[src/common/ira_pkg.sv]
// package: register map, field layout, timing lookup for the rate block
package ira_pkg;

  // ==========================================================
  // register map (byte addresses on the apb bus)
  localparam int          PADDR_W     = 8;
  localparam logic [7:0]  ADDR_OWN    = 8'h00;
  localparam logic [7:0]  ADDR_DIV    = 8'h04;
  localparam logic [7:0]  ADDR_CTRL   = 8'h08;
  localparam logic [7:0]  ADDR_STAT   = 8'h0c;

  // ==========================================================
  // field positions and reset values
  localparam int          OWN_HI      = 7;
  localparam int          OWN_LO      = 1;
  localparam int          MUL_HI      = 7;
  localparam int          MUL_LO      = 6;
  localparam int          CODE_HI     = 5;
  localparam int          CODE_LO     = 0;
  localparam int          CTRL_EN     = 0;
  localparam int          CTRL_START  = 1;
  localparam int          CTRL_STOP   = 2;
  localparam int          CTRL_BIT    = 3;
  localparam int          CTRL_VAL    = 4;
  localparam int          STAT_BUSY   = 0;
  localparam int          STAT_SCL    = 1;
  localparam int          STAT_SDA    = 2;
  localparam int          STAT_MATCH  = 3;
  localparam int          STAT_HELD   = 4;
  localparam logic [6:0]  OWN_RST     = 7'h00;
  localparam logic [7:0]  DIV_RST     = 8'h00;

  // multiplier select codes and their shift amounts
  localparam logic [1:0]  MUL_X1      = 2'h0;
  localparam logic [1:0]  MUL_X2      = 2'h1;
  localparam logic [1:0]  MUL_X4      = 2'h2;
  localparam logic [1:0]  SHIFT_X1    = 2'h0;
  localparam logic [1:0]  SHIFT_X2    = 2'h1;
  localparam logic [1:0]  SHIFT_X4    = 2'h2;

  // ==========================================================
  // timing lookup
  localparam int          CNT_W       = 12;
  localparam logic [4:0]  CODE_MAX    = 5'h1f;

  typedef struct packed {
    logic [7:0] divider;
    logic [7:0] sda_hold;
    logic [7:0] start_hold;
    logic [7:0] stop_hold;
  } ira_timing_t;

  localparam logic [7:0] DIV_TAB [0:31] = '{
    8'h14, 8'h16, 8'h18, 8'h1a, 8'h1c, 8'h1e, 8'h22, 8'h28,
    8'h1c, 8'h20, 8'h24, 8'h28, 8'h2c, 8'h30, 8'h38, 8'h44,
    8'h30, 8'h38, 8'h40, 8'h48, 8'h50, 8'h58, 8'h68, 8'h80,
    8'h50, 8'h60, 8'h70, 8'h80, 8'h90, 8'ha0, 8'hc0, 8'hf0};
  localparam logic [7:0] SDA_TAB [0:31] = '{
    8'h07, 8'h07, 8'h08, 8'h08, 8'h09, 8'h09, 8'h0a, 8'h0a,
    8'h07, 8'h07, 8'h09, 8'h09, 8'h0b, 8'h0b, 8'h0d, 8'h0d,
    8'h09, 8'h09, 8'h0d, 8'h0d, 8'h11, 8'h11, 8'h15, 8'h15,
    8'h09, 8'h09, 8'h11, 8'h11, 8'h19, 8'h19, 8'h21, 8'h21};
  localparam logic [7:0] START_TAB [0:31] = '{
    8'h06, 8'h07, 8'h08, 8'h09, 8'h0a, 8'h0b, 8'h0d, 8'h10,
    8'h0a, 8'h0c, 8'h0e, 8'h10, 8'h12, 8'h14, 8'h18, 8'h1e,
    8'h12, 8'h16, 8'h1a, 8'h1e, 8'h22, 8'h26, 8'h2e, 8'h3a,
    8'h26, 8'h2e, 8'h36, 8'h3e, 8'h46, 8'h4e, 8'h5e, 8'h76};
  // stop hold is start hold plus a per-group offset (groups of eight)
  localparam logic [7:0] STOP_ADD [0:3] = '{
    8'h05, 8'h05, 8'h07, 8'h03};

endpackage

[src/logic/ira_rate_top.sv]
// own-address register, bit-rate generator and line timing engine
//
// Notes on behaviour
// - own address lives in register bits seven..one
// - multiplier code gives factor one, two, four
// - rate code selects divider and hold values
// - bit period equals multiplier times divider
// - data changes multiplier times data-hold after a bit or stop command
// - start waits multiplier times start-hold before clock falls
// - stop waits multiplier times stop-hold before data rises
// - codes 00..07 use first table group
// - codes 08..0f use second table group
// - codes 10..17 use third table group
// - codes 18..1f use fourth table group
`timescale 1ns/10ps
module ira_rate_top (
  // clock, reset, enable
  input  wire logic                        ref_clk_i,
  input  wire logic                        rst_i,
  input  wire logic                        ce_i,
  // apb slave
  input  wire logic                        psel_i,
  input  wire logic                        penable_i,
  input  wire logic                        pwrite_i,
  input  wire logic [ira_pkg::PADDR_W-1:0] paddr_i,
  input  wire logic [31:0]                 pwdata_i,
  output logic      [31:0]                 prdata_o,
  output logic                             pready_o,
  output logic                             pslverr_o,
  // serial clock line (open drain)
  input  wire logic                        scl_i,
  output logic                             scl_o,
  output logic                             scl_oe_o,
  // serial data line (open drain)
  input  wire logic                        sda_i,
  output logic                             sda_o,
  output logic                             sda_oe_o,
  // address compare from the protocol engine
  input  wire logic [7:0]                  cmp_byte_i,
  input  wire logic                        cmp_valid_i,
  output logic                             addr_match_o
);

  // ==========================================================
  // declarations
  typedef enum logic [3:0] {
    ST_IDLE,
    ST_START,
    ST_HELD,
    ST_BIT_HOLD,
    ST_BIT_REST,
    ST_BIT_HIGH,
    ST_STOP_HOLD,
    ST_STOP_REST,
    ST_STOP_RISE
  } ira_state_t;

  ira_state_t                state_reg;
  ira_state_t                state_next;
  logic [6:0]                own_bus_address_reg;
  logic [7:0]                bit_rate_divider_reg;
  logic                      enable_reg;
  logic                      bit_val_reg;
  logic                      cmd_start;
  logic                      cmd_stop;
  logic                      cmd_bit;
  logic                      apb_done;
  logic                      apb_write;
  logic [31:0]               rdata_next;
  logic                      rerr_next;
  logic [2:0]                scl_sync_reg;
  logic [2:0]                sda_sync_reg;
  logic                      scl_level_reg;
  logic                      sda_level_reg;
  logic [1:0]                mul_shift;
  ira_pkg::ira_timing_t      timing;
  logic [ira_pkg::CNT_W-1:0] sda_cnt;
  logic [ira_pkg::CNT_W-1:0] rest_cnt;
  logic [ira_pkg::CNT_W-1:0] high_cnt;
  logic [ira_pkg::CNT_W-1:0] start_cnt;
  logic [ira_pkg::CNT_W-1:0] stop_cnt;
  logic                      cnt_load;
  logic [ira_pkg::CNT_W-1:0] cnt_val;
  logic                      cnt_run;
  logic                      cnt_done;
  logic                      scl_pull_next;
  logic                      sda_pull_next;

  // ==========================================================
  // apb handshake
  // a transfer completes at the edge where pready is seen high
  assign apb_done  = psel_i && penable_i && pready_o;
  assign apb_write = apb_done && pwrite_i;

  // one wait cycle in the access phase, then answer
  always_ff @(posedge ref_clk_i) begin
    if (rst_i) begin
      pready_o  <= 1'b0;
      prdata_o  <= '0;
      pslverr_o <= 1'b0;
    end else if (ce_i) begin
      if (psel_i && penable_i && !pready_o) begin
        pready_o  <= 1'b1;
        prdata_o  <= pwrite_i ? '0 : rdata_next;
        pslverr_o <= rerr_next;
      end else begin
        pready_o  <= 1'b0;
        prdata_o  <= '0;
        pslverr_o <= 1'b0;
      end
    end
  end

  // read mux; unmapped addresses read zero and flag an error
  always_comb begin
    rdata_next = '0;
    rerr_next  = 1'b0;
    case (paddr_i)
      ira_pkg::ADDR_OWN: begin
        rdata_next[ira_pkg::OWN_HI:ira_pkg::OWN_LO] = own_bus_address_reg;
      end
      ira_pkg::ADDR_DIV: begin
        rdata_next[7:0] = bit_rate_divider_reg;
      end
      ira_pkg::ADDR_CTRL: begin
        rdata_next[ira_pkg::CTRL_EN]  = enable_reg;
        rdata_next[ira_pkg::CTRL_VAL] = bit_val_reg;
      end
      ira_pkg::ADDR_STAT: begin
        rdata_next[ira_pkg::STAT_BUSY]  = (state_reg != ST_IDLE)
                                       && (state_reg != ST_HELD);
        rdata_next[ira_pkg::STAT_SCL]   = scl_level_reg;
        rdata_next[ira_pkg::STAT_SDA]   = sda_level_reg;
        rdata_next[ira_pkg::STAT_MATCH] = addr_match_o;
        rdata_next[ira_pkg::STAT_HELD]  = (state_reg == ST_HELD);
      end
      default: begin
        rerr_next = 1'b1;
      end
    endcase
  end

  // ==========================================================
  // configuration registers
  // own address keeps bits seven..one; bit zero is not stored
  always_ff @(posedge ref_clk_i) begin
    if (rst_i) begin
      own_bus_address_reg <= ira_pkg::OWN_RST;
    end else if (ce_i && apb_write && paddr_i == ira_pkg::ADDR_OWN) begin
      own_bus_address_reg <=
        pwdata_i[ira_pkg::OWN_HI:ira_pkg::OWN_LO];
    end
  end

  // multiplier and rate code; takes effect at the next interval
  always_ff @(posedge ref_clk_i) begin
    if (rst_i) begin
      bit_rate_divider_reg <= ira_pkg::DIV_RST;
    end else if (ce_i && apb_write && paddr_i == ira_pkg::ADDR_DIV) begin
      bit_rate_divider_reg <= pwdata_i[7:0];
    end
  end

  // enable and the data bit to send
  always_ff @(posedge ref_clk_i) begin
    if (rst_i) begin
      enable_reg  <= 1'b0;
      bit_val_reg <= 1'b0;
    end else if (ce_i && apb_write && paddr_i == ira_pkg::ADDR_CTRL) begin
      enable_reg  <= pwdata_i[ira_pkg::CTRL_EN];
      bit_val_reg <= pwdata_i[ira_pkg::CTRL_VAL];
    end
  end

  // command strobes are write-one pulses; ignored unless the engine
  // is in the state that can take them
  assign cmd_start = apb_write && paddr_i == ira_pkg::ADDR_CTRL
                  && pwdata_i[ira_pkg::CTRL_START];
  assign cmd_stop  = apb_write && paddr_i == ira_pkg::ADDR_CTRL
                  && pwdata_i[ira_pkg::CTRL_STOP];
  assign cmd_bit   = apb_write && paddr_i == ira_pkg::ADDR_CTRL
                  && pwdata_i[ira_pkg::CTRL_BIT];

  // ==========================================================
  // own address compare
  // the same seven bits serve the 7-bit address and the low part of
  // a 10-bit address; the engine presents the matching byte
  always_ff @(posedge ref_clk_i) begin
    if (rst_i) begin
      addr_match_o <= 1'b0;
    end else if (ce_i && cmp_valid_i) begin
      addr_match_o <= (cmp_byte_i[7:1] == own_bus_address_reg);
    end
  end

  // ==========================================================
  // pin input synchronisers
  // a level is accepted only once stages two and three agree
  always_ff @(posedge ref_clk_i) begin
    if (rst_i) begin
      scl_sync_reg  <= 3'h7;
      sda_sync_reg  <= 3'h7;
      scl_level_reg <= 1'b1;
      sda_level_reg <= 1'b1;
    end else if (ce_i) begin
      scl_sync_reg <= {scl_sync_reg[1:0], scl_i};
      sda_sync_reg <= {sda_sync_reg[1:0], sda_i};
      if (scl_sync_reg[1] == scl_sync_reg[2]) begin
        scl_level_reg <= scl_sync_reg[2];
      end
      if (sda_sync_reg[1] == sda_sync_reg[2]) begin
        sda_level_reg <= sda_sync_reg[2];
      end
    end
  end

  // ==========================================================
  // rate lookup and scaled interval lengths
  ira_rate_lut u_lut (
    .rate_code_i (bit_rate_divider_reg[ira_pkg::CODE_HI:ira_pkg::CODE_LO]),
    .timing_o    (timing)
  );

  // reserved multiplier code behaves as factor one
  always_comb begin
    case (bit_rate_divider_reg[ira_pkg::MUL_HI:ira_pkg::MUL_LO])
      ira_pkg::MUL_X1: mul_shift = ira_pkg::SHIFT_X1;
      ira_pkg::MUL_X2: mul_shift = ira_pkg::SHIFT_X2;
      ira_pkg::MUL_X4: mul_shift = ira_pkg::SHIFT_X4;
      default:         mul_shift = ira_pkg::SHIFT_X1;
    endcase
  end

  // every interval is a table-derived value times the multiplier; the low
  // half of a bit is split into data hold and the remainder, so the
  // whole bit lasts multiplier times divider cycles
  assign sda_cnt   = {4'h0, timing.sda_hold} << mul_shift;
  assign rest_cnt  = {4'h0, (timing.divider >> 1) - timing.sda_hold}
                   << mul_shift;
  assign high_cnt  = {4'h0, timing.divider >> 1} << mul_shift;
  assign start_cnt = {4'h0, timing.start_hold} << mul_shift;
  assign stop_cnt  = {4'h0, timing.stop_hold} << mul_shift;

  ira_delay_counter u_cnt (
    .ref_clk_i  (ref_clk_i),
    .rst_i      (rst_i),
    .ce_i       (ce_i),
    .load_i     (cnt_load),
    .load_val_i (cnt_val),
    .run_i      (cnt_run),
    .done_o     (cnt_done)
  );

  // ==========================================================
  // line timing engine
  // the high phase counts only while the clock line reads high, so a
  // slave that stretches the clock lengthens the bit
  always_comb begin
    state_next = state_reg;
    cnt_load   = 1'b0;
    cnt_val    = '0;
    cnt_run    = 1'b1;
    case (state_reg)
      ST_IDLE: begin
        if (cmd_start) begin
          state_next = ST_START;                     // data falls now
          cnt_load   = 1'b1;
          cnt_val    = start_cnt;
        end
      end
      ST_START: begin
        if (cnt_done) begin
          state_next = ST_HELD;                      // clock falls
        end
      end
      ST_HELD: begin
        if (cmd_bit) begin
          state_next = ST_BIT_HOLD;
          cnt_load   = 1'b1;
          cnt_val    = sda_cnt;
        end else if (cmd_stop) begin
          state_next = ST_STOP_HOLD;
          cnt_load   = 1'b1;
          cnt_val    = sda_cnt;
        end
      end
      ST_BIT_HOLD: begin
        if (cnt_done) begin
          state_next = ST_BIT_REST;                  // data changes
          cnt_load   = 1'b1;
          cnt_val    = rest_cnt;
        end
      end
      ST_BIT_REST: begin
        if (cnt_done) begin
          state_next = ST_BIT_HIGH;                  // clock released
          cnt_load   = 1'b1;
          cnt_val    = high_cnt;
        end
      end
      ST_BIT_HIGH: begin
        cnt_run = scl_level_reg;
        if (cnt_done) begin
          state_next = ST_HELD;                      // clock falls
        end
      end
      ST_STOP_HOLD: begin
        if (cnt_done) begin
          state_next = ST_STOP_REST;                 // data pulled low
          cnt_load   = 1'b1;
          cnt_val    = rest_cnt;
        end
      end
      ST_STOP_REST: begin
        if (cnt_done) begin
          state_next = ST_STOP_RISE;                 // clock released
          cnt_load   = 1'b1;
          cnt_val    = stop_cnt;
        end
      end
      ST_STOP_RISE: begin
        cnt_run = scl_level_reg;
        if (cnt_done) begin
          state_next = ST_IDLE;                      // data rises
        end
      end
      default: begin
        state_next = ST_IDLE;
      end
    endcase
    // disabling drops any transfer and releases both lines at once
    if (!enable_reg) begin
      state_next = ST_IDLE;
      cnt_load   = 1'b0;
    end
  end

  // state register
  always_ff @(posedge ref_clk_i) begin
    if (rst_i) begin
      state_reg <= ST_IDLE;
    end else if (ce_i) begin
      state_reg <= state_next;
    end
  end

  // ==========================================================
  // line drive, derived from the next state so pins move with it
  always_comb begin
    case (state_next)
      ST_IDLE:      scl_pull_next = 1'b0;
      ST_START:     scl_pull_next = 1'b0;
      ST_BIT_HIGH:  scl_pull_next = 1'b0;
      ST_STOP_RISE: scl_pull_next = 1'b0;
      default:      scl_pull_next = 1'b1;
    endcase
  end

  // data is held across the low phase until the hold interval ends
  always_comb begin
    case (state_next)
      ST_IDLE:      sda_pull_next = 1'b0;
      ST_START:     sda_pull_next = 1'b1;
      ST_BIT_REST:  sda_pull_next = !bit_val_reg;
      ST_BIT_HIGH:  sda_pull_next = sda_oe_o;
      ST_STOP_REST: sda_pull_next = 1'b1;
      ST_STOP_RISE: sda_pull_next = 1'b1;
      default:      sda_pull_next = sda_oe_o;
    endcase
  end

  // open-drain outputs: the driven level is always low
  always_ff @(posedge ref_clk_i) begin
    if (rst_i) begin
      scl_o    <= 1'b0;
      sda_o    <= 1'b0;
      scl_oe_o <= 1'b0;
      sda_oe_o <= 1'b0;
    end else if (ce_i) begin
      scl_o    <= 1'b0;
      sda_o    <= 1'b0;
      scl_oe_o <= scl_pull_next;
      sda_oe_o <= sda_pull_next;
    end
  end

endmodule

[src/logic/ira_rate_lut.sv]
// fixed lookup from rate code to divider and hold values
`timescale 1ns/10ps
module ira_rate_lut (
  // selection
  input  wire logic [5:0]          rate_code_i,
  // looked-up timing
  output ira_pkg::ira_timing_t     timing_o
);

  logic [4:0] idx;

  // codes above the table's top entry saturate to it
  assign idx = rate_code_i[5] ? ira_pkg::CODE_MAX : rate_code_i[4:0];

  // ==========================================================
  // table read
  always_comb begin
    timing_o.divider    = ira_pkg::DIV_TAB[idx];
    timing_o.sda_hold   = ira_pkg::SDA_TAB[idx];
    timing_o.start_hold = ira_pkg::START_TAB[idx];
    timing_o.stop_hold  = ira_pkg::START_TAB[idx]
                        + ira_pkg::STOP_ADD[idx[4:3]];
  end

endmodule

[src/logic/ira_delay_counter.sv]
// down counter for bit timing intervals, clocked by the reference clock
`timescale 1ns/10ps
module ira_delay_counter (
  // clock and reset
  input  wire logic                      ref_clk_i,
  input  wire logic                      rst_i,
  input  wire logic                      ce_i,
  // control
  input  wire logic                      load_i,
  input  wire logic [ira_pkg::CNT_W-1:0] load_val_i,
  input  wire logic                      run_i,
  // status
  output logic                           done_o
);

  logic [ira_pkg::CNT_W-1:0] cnt_reg;

  // ==========================================================
  // reload at each interval start, count down while running
  always_ff @(posedge ref_clk_i) begin
    if (rst_i) begin
      cnt_reg <= '0;
    end else if (ce_i) begin
      if (load_i) begin
        cnt_reg <= load_val_i;
      end else if (run_i && cnt_reg != '0) begin
        cnt_reg <= cnt_reg - 1'b1;
      end
    end
  end

  // last cycle of an interval of load_val_i cycles
  assign done_o = run_i && (cnt_reg == {{(ira_pkg::CNT_W-1){1'b0}}, 1'b1});

endmodule

[config.mk]
export PLATFORM = sky130hd
export DESIGN_NAME = ira_rate_top
export DESIGN_NICKNAME = d
export VERILOG_FILES = /design/src/common/ira_pkg.sv /design/src/logic/ira_rate_top.sv /design/src/logic/ira_rate_lut.sv /design/src/logic/ira_delay_counter.sv
export SDC_FILE = /design/constraint.sdc
export NUM_CORES = 1
export LEC_CHECK = 0
export ABC_CLOCK_PERIOD_IN_PS = 4500
export BUFFER_PORTS_ARGS = -buffer_cell sky130_fd_sc_hd__buf_4
export CAP_MARGIN = 20
export CORE_MARGIN = 3
export CORE_UTILIZATION = 35
export DETAILED_ROUTE_END_ITERATION = 10
export GPL_ROUTABILITY_DRIVEN = 0
export PLACE_DENSITY = 0.6
export SYNTH_ARGS = -nofsm -noshare
export SYNTH_HDL_FRONTEND = slang
export SYNTH_SLANG_ARGS = --single-unit
[constraint.sdc]
create_clock -name ref_clk_i -period 4.5 [get_ports ref_clk_i]
set_input_delay 0.9 -clock ref_clk_i [delete_from_list [all_inputs] [get_ports ref_clk_i]]
set_output_delay 0.9 -clock ref_clk_i [all_outputs]
set_load 0.01 [all_outputs]
==> results_tabular.tex <==
\begin{tabular}{lr}
\hline
Metric & Value \\
\hline
\multicolumn{2}{l}{\textbf{GRT}} \\
\quad Via count of the first global-routing pass & 4,933 \\
\quad Largest net degree at the start of global routing & 56 \\
\quad First-pass GRT wire length & roughly 26 mm \\
\quad Total congestion overflow & 0 \\
\quad Global Route Usage Sum & 0.1879 \\
\quad Number of antenna violations at the first check in global routing & 0 \\
\multicolumn{2}{l}{\textbf{Layout}} \\
\quad Number of filler instances in the final layout & 1,544 \\
\quad Layout overhead on the synthesized area & 11.30\% \\
\quad Flip-flop and latch area & between 1000 and 1500 um2 \\
\quad Number of nets in the layout & around 840 \\
\quad Final Instance Count excl. Fillers & 950 \\
\quad Flip-flop count of the largest register after layout & 12 \\
\quad Antenna Diode Count & 0 \\
\quad Fraction of layout cells with a size suffix above 1 & 0.1319 \\
\quad Area taken by multi-input logic gates & 3864 um2 \\
\multicolumn{2}{l}{\textbf{Synth}} \\
\quad Sequential element share of the synthesized area & 0.2029 \\
\quad Number of distinct library cell variants in the gate-level netlist after synthesis & 78 \\
\quad Post-Synthesis Cell Area & $\sim$5300 um2 \\
\quad Adder-cell share of the synthesized area & 0.05073 \\
\quad Dominant combinational cell family by area after synthesis & compound AO/OA/AOI/OAI gates \\
\quad XOR/XNOR share of the synthesized area & 0.03452 \\
\quad Simple logic cell fraction of the synthesized area & 0.2811 \\
\quad Avg Synthesized Cell Area & between 7 and 8 um2 \\
\quad Primary FF master, synth & dfxtp\_1 \\
\quad Leading post-synthesis cells by cell area & dfxtp\_1 20\%, nor2\_1 5.6\%, a21oi\_1 5.5\% \\
\quad Share of synthesized registers carrying an async set or reset & 0 \\
\quad Portion of netlist area occupied by mux cells & 0.05472 \\
\quad EDFF count, synth & 0 \\
\quad Post-synthesis cell count & about 740 \\
\quad Most area-hungry cell type in the Yosys netlist & dfxtp\_1 \\
\quad Register bit count reported by yosys & between 50 and 60 \\
\quad Top cells by instance count after synthesis & 79 x nor2\_1, 65 x nand2\_1, 59 x a21oi\_1 \\
\quad Share of the synthesized area in compound gates (AO/OA/AOI/OAI) & 0.2846 \\
\quad Ys Warns & 0 \\
\quad Most common cell in the synthesized netlist & nor2\_1 \\
\quad Fraction of post-synthesis cell area in the top cell type by area & 0.2029 \\
\multicolumn{2}{l}{\textbf{Setup path}} \\
\quad Critical path endpoint category & register \\
\quad Destination of the worst register-to-register timing path & u\_cnt.cnt\_reg[3] \\
\quad Crit path launch type & register \\
\quad Arr. time, crit path & around 4.4 ns \\
\quad Crit-path max FO & 11 \\
\quad Capturing element of the worst setup path & u\_cnt.cnt\_reg[3] \\
\quad Logic depth of the worst register-to-register path & 14 \\
\quad Reg2Reg Launch Point & bit\_rate\_divider\_reg[0] \\
\quad Required time worst endpoint & approximately 4.7 ns \\
\quad Critical Setup Path Class & reg2reg \\
\quad Crit. Startpoint & bit\_rate\_divider\_reg[0] \\
\quad Reg-to-reg slack, setup & 0.31 ns \\
\multicolumn{2}{l}{\textbf{Detailed routing}} \\
\quad Met3 routed wirelength & between 1 and 1.5 mm \\
\quad Number of nets with antenna violations after detailed routing & 0 \\
\quad DRC viols & 0 \\
\quad Final routed wire length divided by cell count & $\sim$17 um \\
\quad Count of TritonRoute iterations in the first routing pass & 5 \\
\quad Highest routed metal layer & met4 \\
\quad Number of vias per cell & between 5 and 6 \\
\quad Total via count after detailed routing & between 5,000 and 6,000 \\
\quad Aggregate routed wire length & about 16 mm \\
\quad Detailed route wirelength on metal2 & about 7 mm \\
\quad Wire length on met1 & 7.538 mm \\
\quad Starting DRT DRC Count & approximately 520 \\
\multicolumn{2}{l}{\textbf{CTS}} \\
\quad CTS buffer count & 5 \\
\quad Post-CTS setup buffer count & 0 \\
\quad Hold buffer count at cts & 0 \\
\quad Worst-case clock buffer depth & 2 \\
\quad Number of clock sinks & between 50 and 60 \\
\quad Insertion delay to the later sink of the worst-skew pair & roughly 0.30 ns \\
\quad CTS tree & done \\
\quad CTS clk-pin slew, worst paths & approximately 0.08 ns \\
\quad Clk Tree Root Cell & clkbuf\_16 \\
\quad Number of levels in the clock H-tree & 2 \\
\multicolumn{2}{l}{\textbf{Power and ir drop}} \\
\quad Ratio of total power to cell area & about 270 nW/um2 \\
\quad Leak & about 2.2 nW \\
\quad Maximum VDD drop & 0.0002206 V \\
\multicolumn{2}{l}{\textbf{Timing}} \\
\quad Measured slew at the worst slew-check pin & between 0.8 and 0.9 ns \\
\quad Final Slew Violations & 0 \\
\quad Slew HR & 0.4393 \\
\quad Setup TNS after final layout & 0 ns \\
\quad Final count of hold timing violations & 0 \\
\quad Post-layout minimum cycle time & between 4 and 5 ns \\
\quad \# setup viols final & 0 \\
\quad Achievable clock frequency & $\sim$240 MHz \\
\quad Skew final & around 0.006 ns \\
\quad Crit share post-route & 0.9311 \\
\quad Unrepaired setup endpoints after global routing & false \\
\multicolumn{2}{l}{\textbf{Job}} \\
\quad Reported max-cap violation count & 0 \\
\multicolumn{2}{l}{\textbf{Run status}} \\
\quad Outcome & finished clean \\
\multicolumn{2}{l}{\textbf{Placement}} \\
\quad Estimated wirelength of the detail-placed design & $\sim$12 mm \\
\quad Total of buffers placed on input and output ports & between 40 and 50 \\
\quad Count of placed standard cells including taps & approximately 940 \\
\multicolumn{2}{l}{\textbf{Min path}} \\
\quad Hold Crit Class & reg2reg \\
\quad Hold wc startpoint & own\_bus\_address\_reg[1] \\
\multicolumn{2}{l}{\textbf{Floorplan}} \\
\quad I/O pin total & 96 \\
\quad Standard-cell rows & between 40 and 50 \\
\quad Placeable core region & approximately 15,000 um2 \\
\quad Die height & between 100 and 150 um \\
\quad Width of the die & 129.4 um \\
\quad Area of the die & 16,740 um2 \\
\quad Initial core utilization & 0.3624 \\
\hline
\end{tabular}
worst min-delay path by stage:
stage                                   to  slack (ns)  depth (start not counted)
floorplan                  scl_sync_reg[2]        0.45                          1
global placement           sda_sync_reg[2]        0.47                          1
detailed placement            addr_match_o        0.47                          2
CTS                           addr_match_o        0.48                          2
global route                  addr_match_o        0.52                          2
finish              own_bus_address_reg[1]        0.49                          2
report_power, final:
part           leakage (nW)  switching (W)  internal (W)
Sequential            0.439      0.0000614      0.000523
Clock                0.0848       0.000189      0.000267
Combinational          1.66       0.000308      0.000230
Total                  2.18       0.000559       0.00102
cell type report:
type | instances | share of cell area
clock buffer | 5 | 0.02110
clock inverter | 3 | 0.008019
inverter | 31 | 0.01962
multi-input combinational | 611 | 0.6516
sequential | 54 | 0.1823
tap | 184 | 0.03883
timing repair buffer | 62 | 0.07850
layer usage:
| layer | track usage | vias to the layer above |
|---|---|---|
| li1 | - | 2708 |
| met1 | 0.2643 | 2562 |
| met2 | 0.2921 | 203 |
| met3 | 0.04122 | 24 |
| met4 | 0.04818 | 0 |
| met5 | 0 | - |
logic make-up (layout without fill, tap and decap cells):
kind of cell	count (synthesis)	in the layout
other	1	26
AND/OR/NAND/NOR	291	291
adder cells (fa/ha/maj)	21	21
XOR/XNOR	21	21
buffers and inverters	102	101
flip-flops	54	54
multiplexers	26	26
AO/OA/AOI/OAI	226	226
metrics by stage:
stage	hold WS, ns	utilization	total power (W)	area [um2]	setup slack (ns)
after global routing	0.5157	0.4034	0.001676	5929	0.006921
after global placement	0.4710	0.3912	0.001129	5751	0.3833
after floorplan	0.4526	-	0.001017	5421	0.02059
after detailed placement	0.4677	0.3912	0.001126	5751	0.3403
final	0.4874	0.4034	0.001579	5929	0.3103
after CTS	0.4827	0.4030	0.001587	5923	0.3219
worst max-delay path, stage by stage, from the launching register on:
cell and delay (ns):
dfxtp_1 0.54, nor2_1 0.15, ha_1 0.33, inv_1 0.07, mux4_2 0.48, o22ai_1 0.28
inv_1 0.08, ha_1 0.34, nor3b_1 0.15, a311oi_1 0.44, xnor2_1 0.23, nor2_1 0.09
a221o_1 0.33, a2111oi_0 0.46, nor3_1 0.08
placed cells by master, fill, tap and decap left out, types with 8 or more instances in the layout:
cell type,netlist,routed
nor2_1,79,79
nand2_1,65,65
buf_4,26,62
a21oi_1,59,59
dfxtp_1,54,54
o21ai_0,37,37
inv_1,30,30
nor3_1,30,30
conb_1,1,26
ha_1,20,20
mux2i_1,19,19
a211oi_1,18,18
xnor2_1,17,17
nand2b_1,16,16
nand3_1,14,14
nor2b_1,14,14
o22ai_1,13,13
o21a_1,11,11
and2_1,11,11
a31oi_1,9,9
o211ai_1,9,9
a211o_1,9,9
or3_1,8,8
or2_2,8,8
timing repair:
| item | CTS | global route |
|---|---|---|
| gates resized for setup | 0 | 1 |
| endpoints found under the setup margin | 0 | 1 |
| endpoints found under the hold margin | 0 | 0 |
(Power assumes the default switching activity.)
